<file path="src/rtl/nvsram_host_pkg.sv">
package nvsram_host_pkg;
    // Clock
    localparam int unsigned CLK_PERIOD_NS        = 20;
    // Timing limits
    localparam int unsigned POWERUP_RECALL_MS    = 40;
    localparam int unsigned STORE_COM_US         = 12500;
    localparam int unsigned STORE_IND_US         = 15000;
    localparam int unsigned SOFT_RECALL_US       = 100;
    localparam int unsigned SOFT_SEQ_US          = 70;
    localparam int unsigned ACCESS_NS            = 45;
    localparam int unsigned STROBE_NS            = 30;
    // Derived cycle counts (least times rounded up)
    localparam int unsigned POWERUP_RECALL_CYC   = (POWERUP_RECALL_MS * 1000000 + CLK_PERIOD_NS - 1) / CLK_PERIOD_NS;
    localparam int unsigned STORE_COM_CYC        = (STORE_COM_US * 1000 + CLK_PERIOD_NS - 1) / CLK_PERIOD_NS;
    localparam int unsigned STORE_IND_CYC        = (STORE_IND_US * 1000 + CLK_PERIOD_NS - 1) / CLK_PERIOD_NS;
    localparam int unsigned SOFT_RECALL_CYC      = (SOFT_RECALL_US * 1000 + CLK_PERIOD_NS - 1) / CLK_PERIOD_NS;
    localparam int unsigned SOFT_SEQ_CYC         = (SOFT_SEQ_US * 1000 + CLK_PERIOD_NS - 1) / CLK_PERIOD_NS;
    localparam int unsigned ACCESS_CYC           = (ACCESS_NS + CLK_PERIOD_NS - 1) / CLK_PERIOD_NS;
    localparam int unsigned STROBE_CYC           = (STROBE_NS + CLK_PERIOD_NS - 1) / CLK_PERIOD_NS;
    localparam int unsigned TIMER_W              = 24;
    // Address and data widths and soft sequence
    localparam int unsigned ADDR_W               = 17;
    localparam int unsigned DATA_W               = 8;
    localparam logic [15:0] SEQ_A0               = 16'h4E38;
    localparam logic [15:0] SEQ_A1               = 16'hB1C7;
    localparam logic [15:0] SEQ_A2               = 16'h83E0;
    localparam logic [15:0] SEQ_A3               = 16'h7C1F;
    localparam logic [15:0] SEQ_A4               = 16'h703F;
    localparam logic [15:0] SEQ_STORE            = 16'h8FC0;
    localparam logic [15:0] SEQ_RECALL           = 16'h4C63;
    // Host commands
    localparam logic [1:0]  CMD_READ             = 2'h0;
    localparam logic [1:0]  CMD_WRITE            = 2'h1;
    localparam logic [1:0]  CMD_STORE            = 2'h2;
    localparam logic [1:0]  CMD_RECALL           = 2'h3;

    // Soft sequence address per step; the sixth is the store or recall address
    function automatic logic [15:0] seq_addr(input logic [2:0] step, input logic recall);
        case (step)
            3'h0:    seq_addr = SEQ_A0;
            3'h1:    seq_addr = SEQ_A1;
            3'h2:    seq_addr = SEQ_A2;
            3'h3:    seq_addr = SEQ_A3;
            3'h4:    seq_addr = SEQ_A4;
            default: seq_addr = recall ? SEQ_RECALL : SEQ_STORE;
        endcase
    endfunction
endpackage

</file>
<file path="src/rtl/nvsram_cyc_if.sv">
`timescale 1ns/1ps
`default_nettype none
interface nvsram_cyc_if;
    import nvsram_host_pkg::*;
    logic              start;
    logic              wr;
    logic [ADDR_W-1:0] addr;
    logic [DATA_W-1:0] wdata;
    logic              done;
    logic [DATA_W-1:0] rdata;
    modport ctl (output start, output wr, output addr, output wdata, input done, input rdata);
    modport cyc (input start, input wr, input addr, input wdata, output done, output rdata);
endinterface
`default_nettype wire

</file>
<file path="src/rtl/nvsram_pin_cycle.sv">
`timescale 1ns/1ps
`default_nettype none
module nvsram_pin_cycle
    import nvsram_host_pkg::*;
(
    // Clock and reset
    input  wire logic              i_ref_clk,
    input  wire logic              i_srst,
    // Cycle request
    nvsram_cyc_if.cyc              cyc,
    // Pins
    input  wire logic [DATA_W-1:0] i_byte_sync,
    output logic                   o_chip_sel_n,
    output logic                   o_wr_strobe_n,
    output logic                   o_out_gate_n,
    output logic [ADDR_W-1:0]      o_addr_lines,
    output logic [DATA_W-1:0]      o_byte_lines,
    output logic                   o_byte_oe_n
);
    typedef enum logic [1:0] {
        PC_IDLE   = 2'b00,
        PC_SETUP  = 2'b01,
        PC_STROBE = 2'b10,
        PC_END    = 2'b11
    } pc_state_e;

    // Strobe count: access and strobe cycles plus 2 extra for the synchroniser delay on read data
    localparam logic [3:0] HOLD_CYC = 4'(ACCESS_CYC + STROBE_CYC + 2);

    pc_state_e         st_q, st_d;
    logic [3:0]        cnt_q, cnt_d;
    logic              wr_q, wr_d;
    logic [ADDR_W-1:0] addr_q, addr_d;
    logic [DATA_W-1:0] wdat_q, wdat_d, rdat_q, rdat_d;
    logic              done_q, done_d;

    always_comb begin
        st_d   = st_q;
        cnt_d  = cnt_q;
        wr_d   = wr_q;
        addr_d = addr_q;
        wdat_d = wdat_q;
        rdat_d = rdat_q;
        done_d = 1'b0;
        case (st_q)
            PC_IDLE: begin
                if (cyc.start) begin
                    // Address settles with both strobes high
                    st_d   = PC_SETUP;
                    wr_d   = cyc.wr;
                    addr_d = cyc.addr;
                    wdat_d = cyc.wdata;
                end
            end
            PC_SETUP: begin
                st_d  = PC_STROBE;
                cnt_d = HOLD_CYC;
            end
            PC_STROBE: begin
                if (cnt_q == 4'h0) begin
                    st_d   = PC_END;
                    rdat_d = i_byte_sync;
                end else begin
                    cnt_d = cnt_q - 4'h1;
                end
            end
            PC_END: begin
                st_d   = PC_IDLE;
                done_d = 1'b1;
            end
            default: st_d = PC_IDLE;
        endcase
    end

    always_ff @(posedge i_ref_clk) begin
        if (i_srst) begin
            st_q   <= PC_IDLE;
            cnt_q  <= 4'h0;
            wr_q   <= 1'b0;
            addr_q <= '0;
            wdat_q <= '0;
            rdat_q <= '0;
            done_q <= 1'b0;
        end else begin
            st_q   <= st_d;
            cnt_q  <= cnt_d;
            wr_q   <= wr_d;
            addr_q <= addr_d;
            wdat_q <= wdat_d;
            rdat_q <= rdat_d;
            done_q <= done_d;
        end
    end

    // Strobes are low only in PC_STROBE, so address never moves under them
    assign o_chip_sel_n  = (st_q != PC_STROBE);
    assign o_wr_strobe_n = !(st_q == PC_STROBE && wr_q);
    assign o_out_gate_n  = !(st_q == PC_STROBE && !wr_q);
    assign o_addr_lines  = addr_q;
    assign o_byte_lines  = wdat_q;
    // Drive data from PC_SETUP through PC_END of a write so the bus never floats under the write strobe
    assign o_byte_oe_n   = !(st_q != PC_IDLE && wr_q);
    assign cyc.done      = done_q;
    assign cyc.rdata     = rdat_q;
endmodule // nvsram_pin_cycle
`default_nettype wire

</file>
<file path="src/rtl/nvsram_host.sv">
`timescale 1ns/1ps
`default_nettype none
// Overview of operation
// - Write strobe held high across every read cycle.
// - Address changes only while chip select or write strobe is high.
// - Each soft sequence step is a read, timed by gate or chip select.
// - Six consecutive reads in prescribed order, write strobe high.
// - Low 16 address bits compared; fixed lead-in, store or recall tail.
module nvsram_host
    import nvsram_host_pkg::*;
#(
    parameter int unsigned POWERUP_WAIT = POWERUP_RECALL_CYC,
    parameter int unsigned STORE_WAIT   = STORE_IND_CYC,
    parameter int unsigned RECALL_WAIT  = SOFT_RECALL_CYC + SOFT_SEQ_CYC,
    parameter int unsigned SEQ_WAIT     = SOFT_SEQ_CYC
) (
    // Clock and reset
    input  wire logic              i_ref_clk,
    input  wire logic              i_srst,
    // Supply status
    input  wire logic              i_supply_ok,
    // Command port
    input  wire logic              i_cmd_valid,
    input  wire logic [1:0]        i_cmd_op,
    input  wire logic [ADDR_W-1:0] i_cmd_addr,
    input  wire logic [DATA_W-1:0] i_cmd_wdata,
    output logic                   o_cmd_ready,
    output logic                   o_rsp_valid,
    output logic [DATA_W-1:0]      o_rsp_rdata,
    output logic                   o_busy,
    // Device pins
    output logic                   o_chip_sel_n,
    output logic                   o_wr_strobe_n,
    output logic                   o_out_gate_n,
    output logic [ADDR_W-1:0]      o_addr_lines,
    input  wire logic [DATA_W-1:0] i_byte_lines,
    output logic [DATA_W-1:0]      o_byte_lines,
    output logic                   o_byte_oe_n,
    input  wire logic              i_hw_store_line_n,
    output logic                   o_hw_store_line_n,
    output logic                   o_hw_store_oe_n
);
    typedef enum logic [2:0] {
        H_PWRUP = 3'b000,
        H_IDLE  = 3'b001,
        H_ACC   = 3'b010,
        H_SEQ   = 3'b011,
        H_WAIT  = 3'b100
    } host_state_e;

    nvsram_cyc_if cyc ();

    // Pin synchronisers
    logic [DATA_W-1:0] byte_s1_q, byte_s2_q;
    logic [1:0]        sup_s_q;
    logic [1:0]        store_s_q;

    host_state_e       st_q, st_d;
    logic [TIMER_W-1:0] tmr_q, tmr_d;
    logic [2:0]        step_q, step_d;
    logic              rcl_q, rcl_d;
    logic              start_q, start_d;
    logic              wr_q, wr_d;
    logic [ADDR_W-1:0] addr_q, addr_d;
    logic [DATA_W-1:0] wdat_q, wdat_d;
    logic              rsp_q, rsp_d;
    logic [DATA_W-1:0] rdat_q, rdat_d;

    always_ff @(posedge i_ref_clk) begin
        if (i_srst) begin
            byte_s1_q <= '0;
            byte_s2_q <= '0;
            sup_s_q   <= 2'h0;
            store_s_q <= 2'h3;
        end else begin
            byte_s1_q <= i_byte_lines;
            byte_s2_q <= byte_s1_q;
            sup_s_q   <= {sup_s_q[0], i_supply_ok};
            store_s_q <= {store_s_q[0], i_hw_store_line_n};
        end
    end

    // Device busy with low supply or a store in progress on the store line
    logic dev_locked;
    assign dev_locked = !sup_s_q[1] || !store_s_q[1];

    always_comb begin
        st_d    = st_q;
        tmr_d   = tmr_q;
        step_d  = step_q;
        rcl_d   = rcl_q;
        start_d = 1'b0;
        wr_d    = wr_q;
        addr_d  = addr_q;
        wdat_d  = wdat_q;
        rsp_d   = 1'b0;
        rdat_d  = rdat_q;
        case (st_q)
            H_PWRUP: begin
                // Hold off while supply is low, then wait out the power-up copy
                if (!sup_s_q[1]) begin
                    tmr_d = TIMER_W'(POWERUP_WAIT);
                end else if (tmr_q == '0) begin
                    st_d = H_IDLE;
                end else begin
                    tmr_d = tmr_q - 1'b1;
                end
            end
            H_IDLE: begin
                if (!sup_s_q[1]) begin
                    st_d = H_PWRUP;
                end else if (i_cmd_valid && !dev_locked) begin
                    if (i_cmd_op == CMD_READ || i_cmd_op == CMD_WRITE) begin
                        st_d    = H_ACC;
                        start_d = 1'b1;
                        wr_d    = (i_cmd_op == CMD_WRITE);
                        addr_d  = i_cmd_addr;
                        wdat_d  = i_cmd_wdata;
                    end else begin
                        st_d    = H_SEQ;
                        start_d = 1'b1;
                        step_d  = 3'h0;
                        rcl_d   = (i_cmd_op == CMD_RECALL);
                        wr_d    = 1'b0;
                        addr_d  = {1'b0, seq_addr(3'h0, i_cmd_op == CMD_RECALL)};
                    end
                end
            end
            H_ACC: begin
                if (cyc.done) begin
                    st_d   = H_IDLE;
                    rsp_d  = 1'b1;
                    rdat_d = wr_q ? 8'h00 : cyc.rdata;
                end
            end
            H_SEQ: begin
                // Back-to-back reads; no other cycle can slip between them
                if (cyc.done) begin
                    if (step_q == 3'h5) begin
                        st_d  = H_WAIT;
                        tmr_d = rcl_q ? TIMER_W'(RECALL_WAIT) : TIMER_W'(STORE_WAIT + SEQ_WAIT);
                    end else begin
                        step_d  = step_q + 3'h1;
                        start_d = 1'b1;
                        addr_d  = {1'b0, seq_addr(step_q + 3'h1, rcl_q)};
                    end
                end
            end
            H_WAIT: begin
                if (tmr_q == '0) begin
                    st_d  = H_IDLE;
                    rsp_d = 1'b1;
                end else begin
                    tmr_d = tmr_q - 1'b1;
                end
            end
            default: st_d = H_PWRUP;
        endcase
    end

    always_ff @(posedge i_ref_clk) begin
        if (i_srst) begin
            st_q    <= H_PWRUP;
            tmr_q   <= '0;
            step_q  <= 3'h0;
            rcl_q   <= 1'b0;
            start_q <= 1'b0;
            wr_q    <= 1'b0;
            addr_q  <= '0;
            wdat_q  <= '0;
            rsp_q   <= 1'b0;
            rdat_q  <= '0;
        end else begin
            st_q    <= st_d;
            tmr_q   <= tmr_d;
            step_q  <= step_d;
            rcl_q   <= rcl_d;
            start_q <= start_d;
            wr_q    <= wr_d;
            addr_q  <= addr_d;
            wdat_q  <= wdat_d;
            rsp_q   <= rsp_d;
            rdat_q  <= rdat_d;
        end
    end

    assign cyc.start = start_q;
    assign cyc.wr    = wr_q;
    assign cyc.addr  = addr_q;
    assign cyc.wdata = wdat_q;

    nvsram_pin_cycle u_cycle (
        .i_ref_clk     (i_ref_clk),
        .i_srst        (i_srst),
        .cyc           (cyc),
        .i_byte_sync   (byte_s2_q),
        .o_chip_sel_n  (o_chip_sel_n),
        .o_wr_strobe_n (o_wr_strobe_n),
        .o_out_gate_n  (o_out_gate_n),
        .o_addr_lines  (o_addr_lines),
        .o_byte_lines  (o_byte_lines),
        .o_byte_oe_n   (o_byte_oe_n)
    );

    // Host never pulses the store line; it only watches it
    assign o_hw_store_line_n = 1'b1;
    assign o_hw_store_oe_n   = 1'b1;
    assign o_cmd_ready       = (st_q == H_IDLE) && sup_s_q[1] && !dev_locked;
    assign o_rsp_valid       = rsp_q;
    assign o_rsp_rdata       = rdat_q;
    assign o_busy            = (st_q != H_IDLE);
endmodule // nvsram_host
`default_nettype wire

</file>
<file path="config.mk">
export PLATFORM = sky130hd
export DESIGN_NAME = nvsram_host
export DESIGN_NICKNAME = d
export VERILOG_FILES = /design/src/rtl/nvsram_host_pkg.sv /design/src/rtl/nvsram_cyc_if.sv /design/src/rtl/nvsram_pin_cycle.sv /design/src/rtl/nvsram_host.sv
export SDC_FILE = /design/constraint.sdc
export NUM_CORES = 1
export LEC_CHECK = 0
export ABC_CLOCK_PERIOD_IN_PS = 1900
export BUFFER_PORTS_ARGS = -buffer_cell sky130_fd_sc_hd__buf_2
export CAP_MARGIN = 20
export CORE_UTILIZATION = 30
export CTS_BUF_LIST = sky130_fd_sc_hd__clkbuf_8
export CTS_CLUSTER_DIAMETER = 200
export DETAILED_ROUTE_END_ITERATION = 8
export SYNTH_ARGS = -nofsm -noshare
export SYNTH_HDL_FRONTEND = slang
export SYNTH_HIERARCHICAL = 1
export SYNTH_SLANG_ARGS = --single-unit
</file>
<file path="constraint.sdc">
create_clock -name i_ref_clk -period 1.9 [get_ports i_ref_clk]
set_input_delay 0.095 -clock i_ref_clk [delete_from_list [all_inputs] [get_ports i_ref_clk]]
set_output_delay 0.095 -clock i_ref_clk [all_outputs]
set_load 0.01 [all_outputs]
</file>
==> results.tsv <==
stage	metric	value	unit
detailed_routing	drcViolationCount	0	
timing	fin_crit_sh	109	%
synth	synthesis.area_per_instance	8.37	sq um
global_routing	grt_remaining_overflow	0	
synth	netlist.top_cell.by_area	dfxtp_1	
detailed_routing	postRouteAntennaNets	0	
final_layout	largest_register_by_flop_count	tmr_q	
global_routing	globalRouteMet3Util	3.90	%
synth	synthMostInstantiatedCell	dfxtp_1	
power	power_leakage	3.22	nW
final_layout	layout.nets	936	
timing	tightest_pin_transition	0.621	ns
global_routing	busiest_layer	met2	
outcome	status	finished, violations left	
timing	timing_hold_violations_final	0	
critical_path	timing.critical_path.from_type	flip-flop	
synth	synth-seq-area-share	44.6	%
global_routing	globalRouteTotalUtil	16.7	%
global_routing	grt_max_degree	49	
synth	synth.area.top_cells	dfxtp_1 45%, a21oi_1 7.4%, nand2_1 7.3%, ha_1 3.3%, nor2b_1 2.8%	
final_layout	synthToLayoutAreaGrowth	40.9	%
power	finalPower	6.05	mW
timing	rsz_0062_raised_after_global_routing	yes	
clocking	tritoncts.num_buffers	17	
floorplanning	die_height	140	um
timing	pins_over_slew_limit	0	
synth	synthTopCellsByCount	128 x dfxtp_1, 112 x nand2_1, 85 x a21oi_1	
clocking	cts-htree-levels	4	
timing	setup-violations-final	17	
timing	worst_slew_margin_rel	58.5	%
floorplanning	rows	50	
place	pre_cts_slack	-0.199	ns
clocking	root_buffer	clkbuf_8	
critical_path	critPathArrivalTime	2.46	ns
detailed_routing	detailedRoute.firstIterationViolations	329	
timing	skew	0.00963	ns
place	port-buffer-count	79	
synth	synth_top_flop_cell	dfxtp_1	
global_routing	grt_first_pass_wirelength	26200	um
final_layout	num_antenna_cells	0	
final_layout	fillerInstances	1875	
timing	fin_ws	-0.170	ns
detailed_routing	num_vias	5643	
synth	synthesis.area	0.00575	sq mm
global_routing	grt_antenna_before_repair	0	
final_layout	drive_above_1_share	30.9	%
global_routing	global_route.usage.met1	21.5	%
place	dp_cells	1052	
global_routing	grt.met2_usage	27.0	%
critical_path	timing.critical_path.to_type	flip-flop	
clocking	tritoncts	yes	
synth	syn-instance-count	687	
timing	finalHoldWorstSlack	0.0218	ns
synth	synth_edf_count	0	
final_layout	largest_register_ff_count	24	
place	dp_hpwl	11200	um
global_routing	first_global_vias	5264	
floorplanning	coreArea	0.0188	sq mm
power	p_per_area	747	mW/mm^2
clocking	tritoncts_num_sinks	128	
clocking	clk_path_buf_depth	2	
detailed_routing	detail_route.wl_per_cell	14.4	um
clocking	clkLatencyLatePin	0.45	ns
job	timing.max_cap.violations	0	
floorplanning	initial_core_util	30.6	%
detailed_routing	finalWirelength	16200	um
floorplanning	floorplan.die_area	0.0197	sq mm
synth	synth.yosys.warnings	6	
outcome	violations	negative setup slack	
critical_path	timing.critical_path.fanout_max	4	
floorplanning	io_pins	82	
detailed_routing	drt_first_pass_iters	5	
critical_path	critPathRequiredTime	2.29	ns
floorplanning	die_w	140	um
timing	post-route-min-period	2.07	ns
power	vdd.ir_drop.worst	0.424	mV
timing	timing.fmax	483	MHz
synth	postSynth.asyncResetShare	0	%
final_layout	layoutNonFillerInstCount	1128	
detailed_routing	detail_route.vias_per_cell	5.00	
critical_path	path_class	reg -> reg	
synth	post_synthesis_sequential_element_count	128	
synth	count_of_unique_library_cells_instantiated_by_yosys	66	
clocking	clk_pin_slew_worst_paths	0.08	ns
worst_hold_path	hold_path.class	in -> reg	
synth	synth_top_cell_area_share	44.6	%
place	place_congestion	0.879	
[final cells by class]
cell class                      count  area [sq um]  area share (%)
Timing Repair Buffer              213          1500            18.6
Tap cell                          234           293            3.61
Clock buffer                       20           275            3.40
Clock inverter                     12           181            2.24
Sequential cell                   128          2580            31.8
Inverter                           20          75.1           0.926
Multi-Input combinational cell    501          3200            39.5
[worst max-delay path: stages, from the launching register on]
cell,delay (ns)
dfxtp_2,0.33
or4_4,0.57
nor4_4,0.37
o311ai_4,0.17
or4_1,0.49
nand3_1,0.09
[what timing repair did]
action,in CTS,in global routing
setup endpoints to repair,19,45
hold buffers,34,0
resized for setup,23,40
endpoints found under the hold margin,37,0
setup buffers,7,3
pin swaps,24,16
[per-layer routing]
layer	vias up	part of all wire (%)	wire, um
met3	19	4.7	759
met5	-	0	0
met4	0	1.6	261
li1	2819	-	-
met1	2662	47	7680
met2	143	46	7540
[power by group]
part | internal (mW) | switching, mW | leakage (nW)
sequential | 2.73 | 0.0282 | 1.04
clock | 1.54 | 1.13 | 0.218
combinational | 0.316 | 0.309 | 1.96
total | 4.58 | 1.47 | 3.22
[cell families (layout without fill, tap and decap cells)]
kind of cell / count (synthesis) / in the layout / share of synthesized area, %
simple gates: 286 / 286 / 26.0
compound gates: 184 / 184 / 19.4
flops: 128 / 128 / 44.6
buf+inv: 59 / 265 / 4.35
fa+ha+maj: 15 / 15 / 3.26
mux: 12 / 12 / 2.09
xor+xnor: 2 / 2 / 0.305
other cells: 1 / 2 / 0.0652
[through the flow]
step | utilization, % | instance area, sq um | TNS (ns)
floorplan | - | 5790 | -0.288
CTS | 42.1 | 7910 | -0.687
finish | 43.2 | 8110 | -0.908
global route | 43.2 | 8110 | -2.39
global placement | 37.2 | 6980 | -0.747
detailed placement | 37.2 | 6980 | -1.42
[cell usage in the layout, fill, tap and decap left out, types with 4 or more instances in the layout]
cell type and n:
dfxtp_1 117, nand2_1 111, buf_4 97, a21oi_1 79
buf_2 78, nor2_1 39, dlygate4sd3_1 34, o21ai_0 26
nor2b_1 26, clkbuf_8 20, inv_1 18, nand3_1 16
ha_1 14, mux2i_1 12, dfxtp_2 11, nand3b_1 10
a31oi_1 10, nand4_1 9, nor3_1 9, o211ai_1 7
or3_1 7, and3_1 6, or4_4 5, or2_2 5
and2_1 5, a21oi_2 5, o21ai_1 5, a211oi_1 5
nor4_1 4, nor4_4 4, a211oi_2 4, o21a_1 4
a311oi_1 4, clkinvlp_4 4, bufinv_16 4, buf_6 4
[worst paths after layout]
kind	from	endpoint	slack, ns	cells after the start
worst max-delay path	tmr_q[4]	tmr_q[14]	-0.17	5
worst min-delay path	i_cmd_addr[14]	addr_q[14]	0.02	3
worst max register to register	tmr_q[4]	tmr_q[14]	-0.17	5
worst min register to register	store_s_q[0]	store_s_q[1]	0.44	1
No activity file was read; power rests on OpenSTA's default activity.
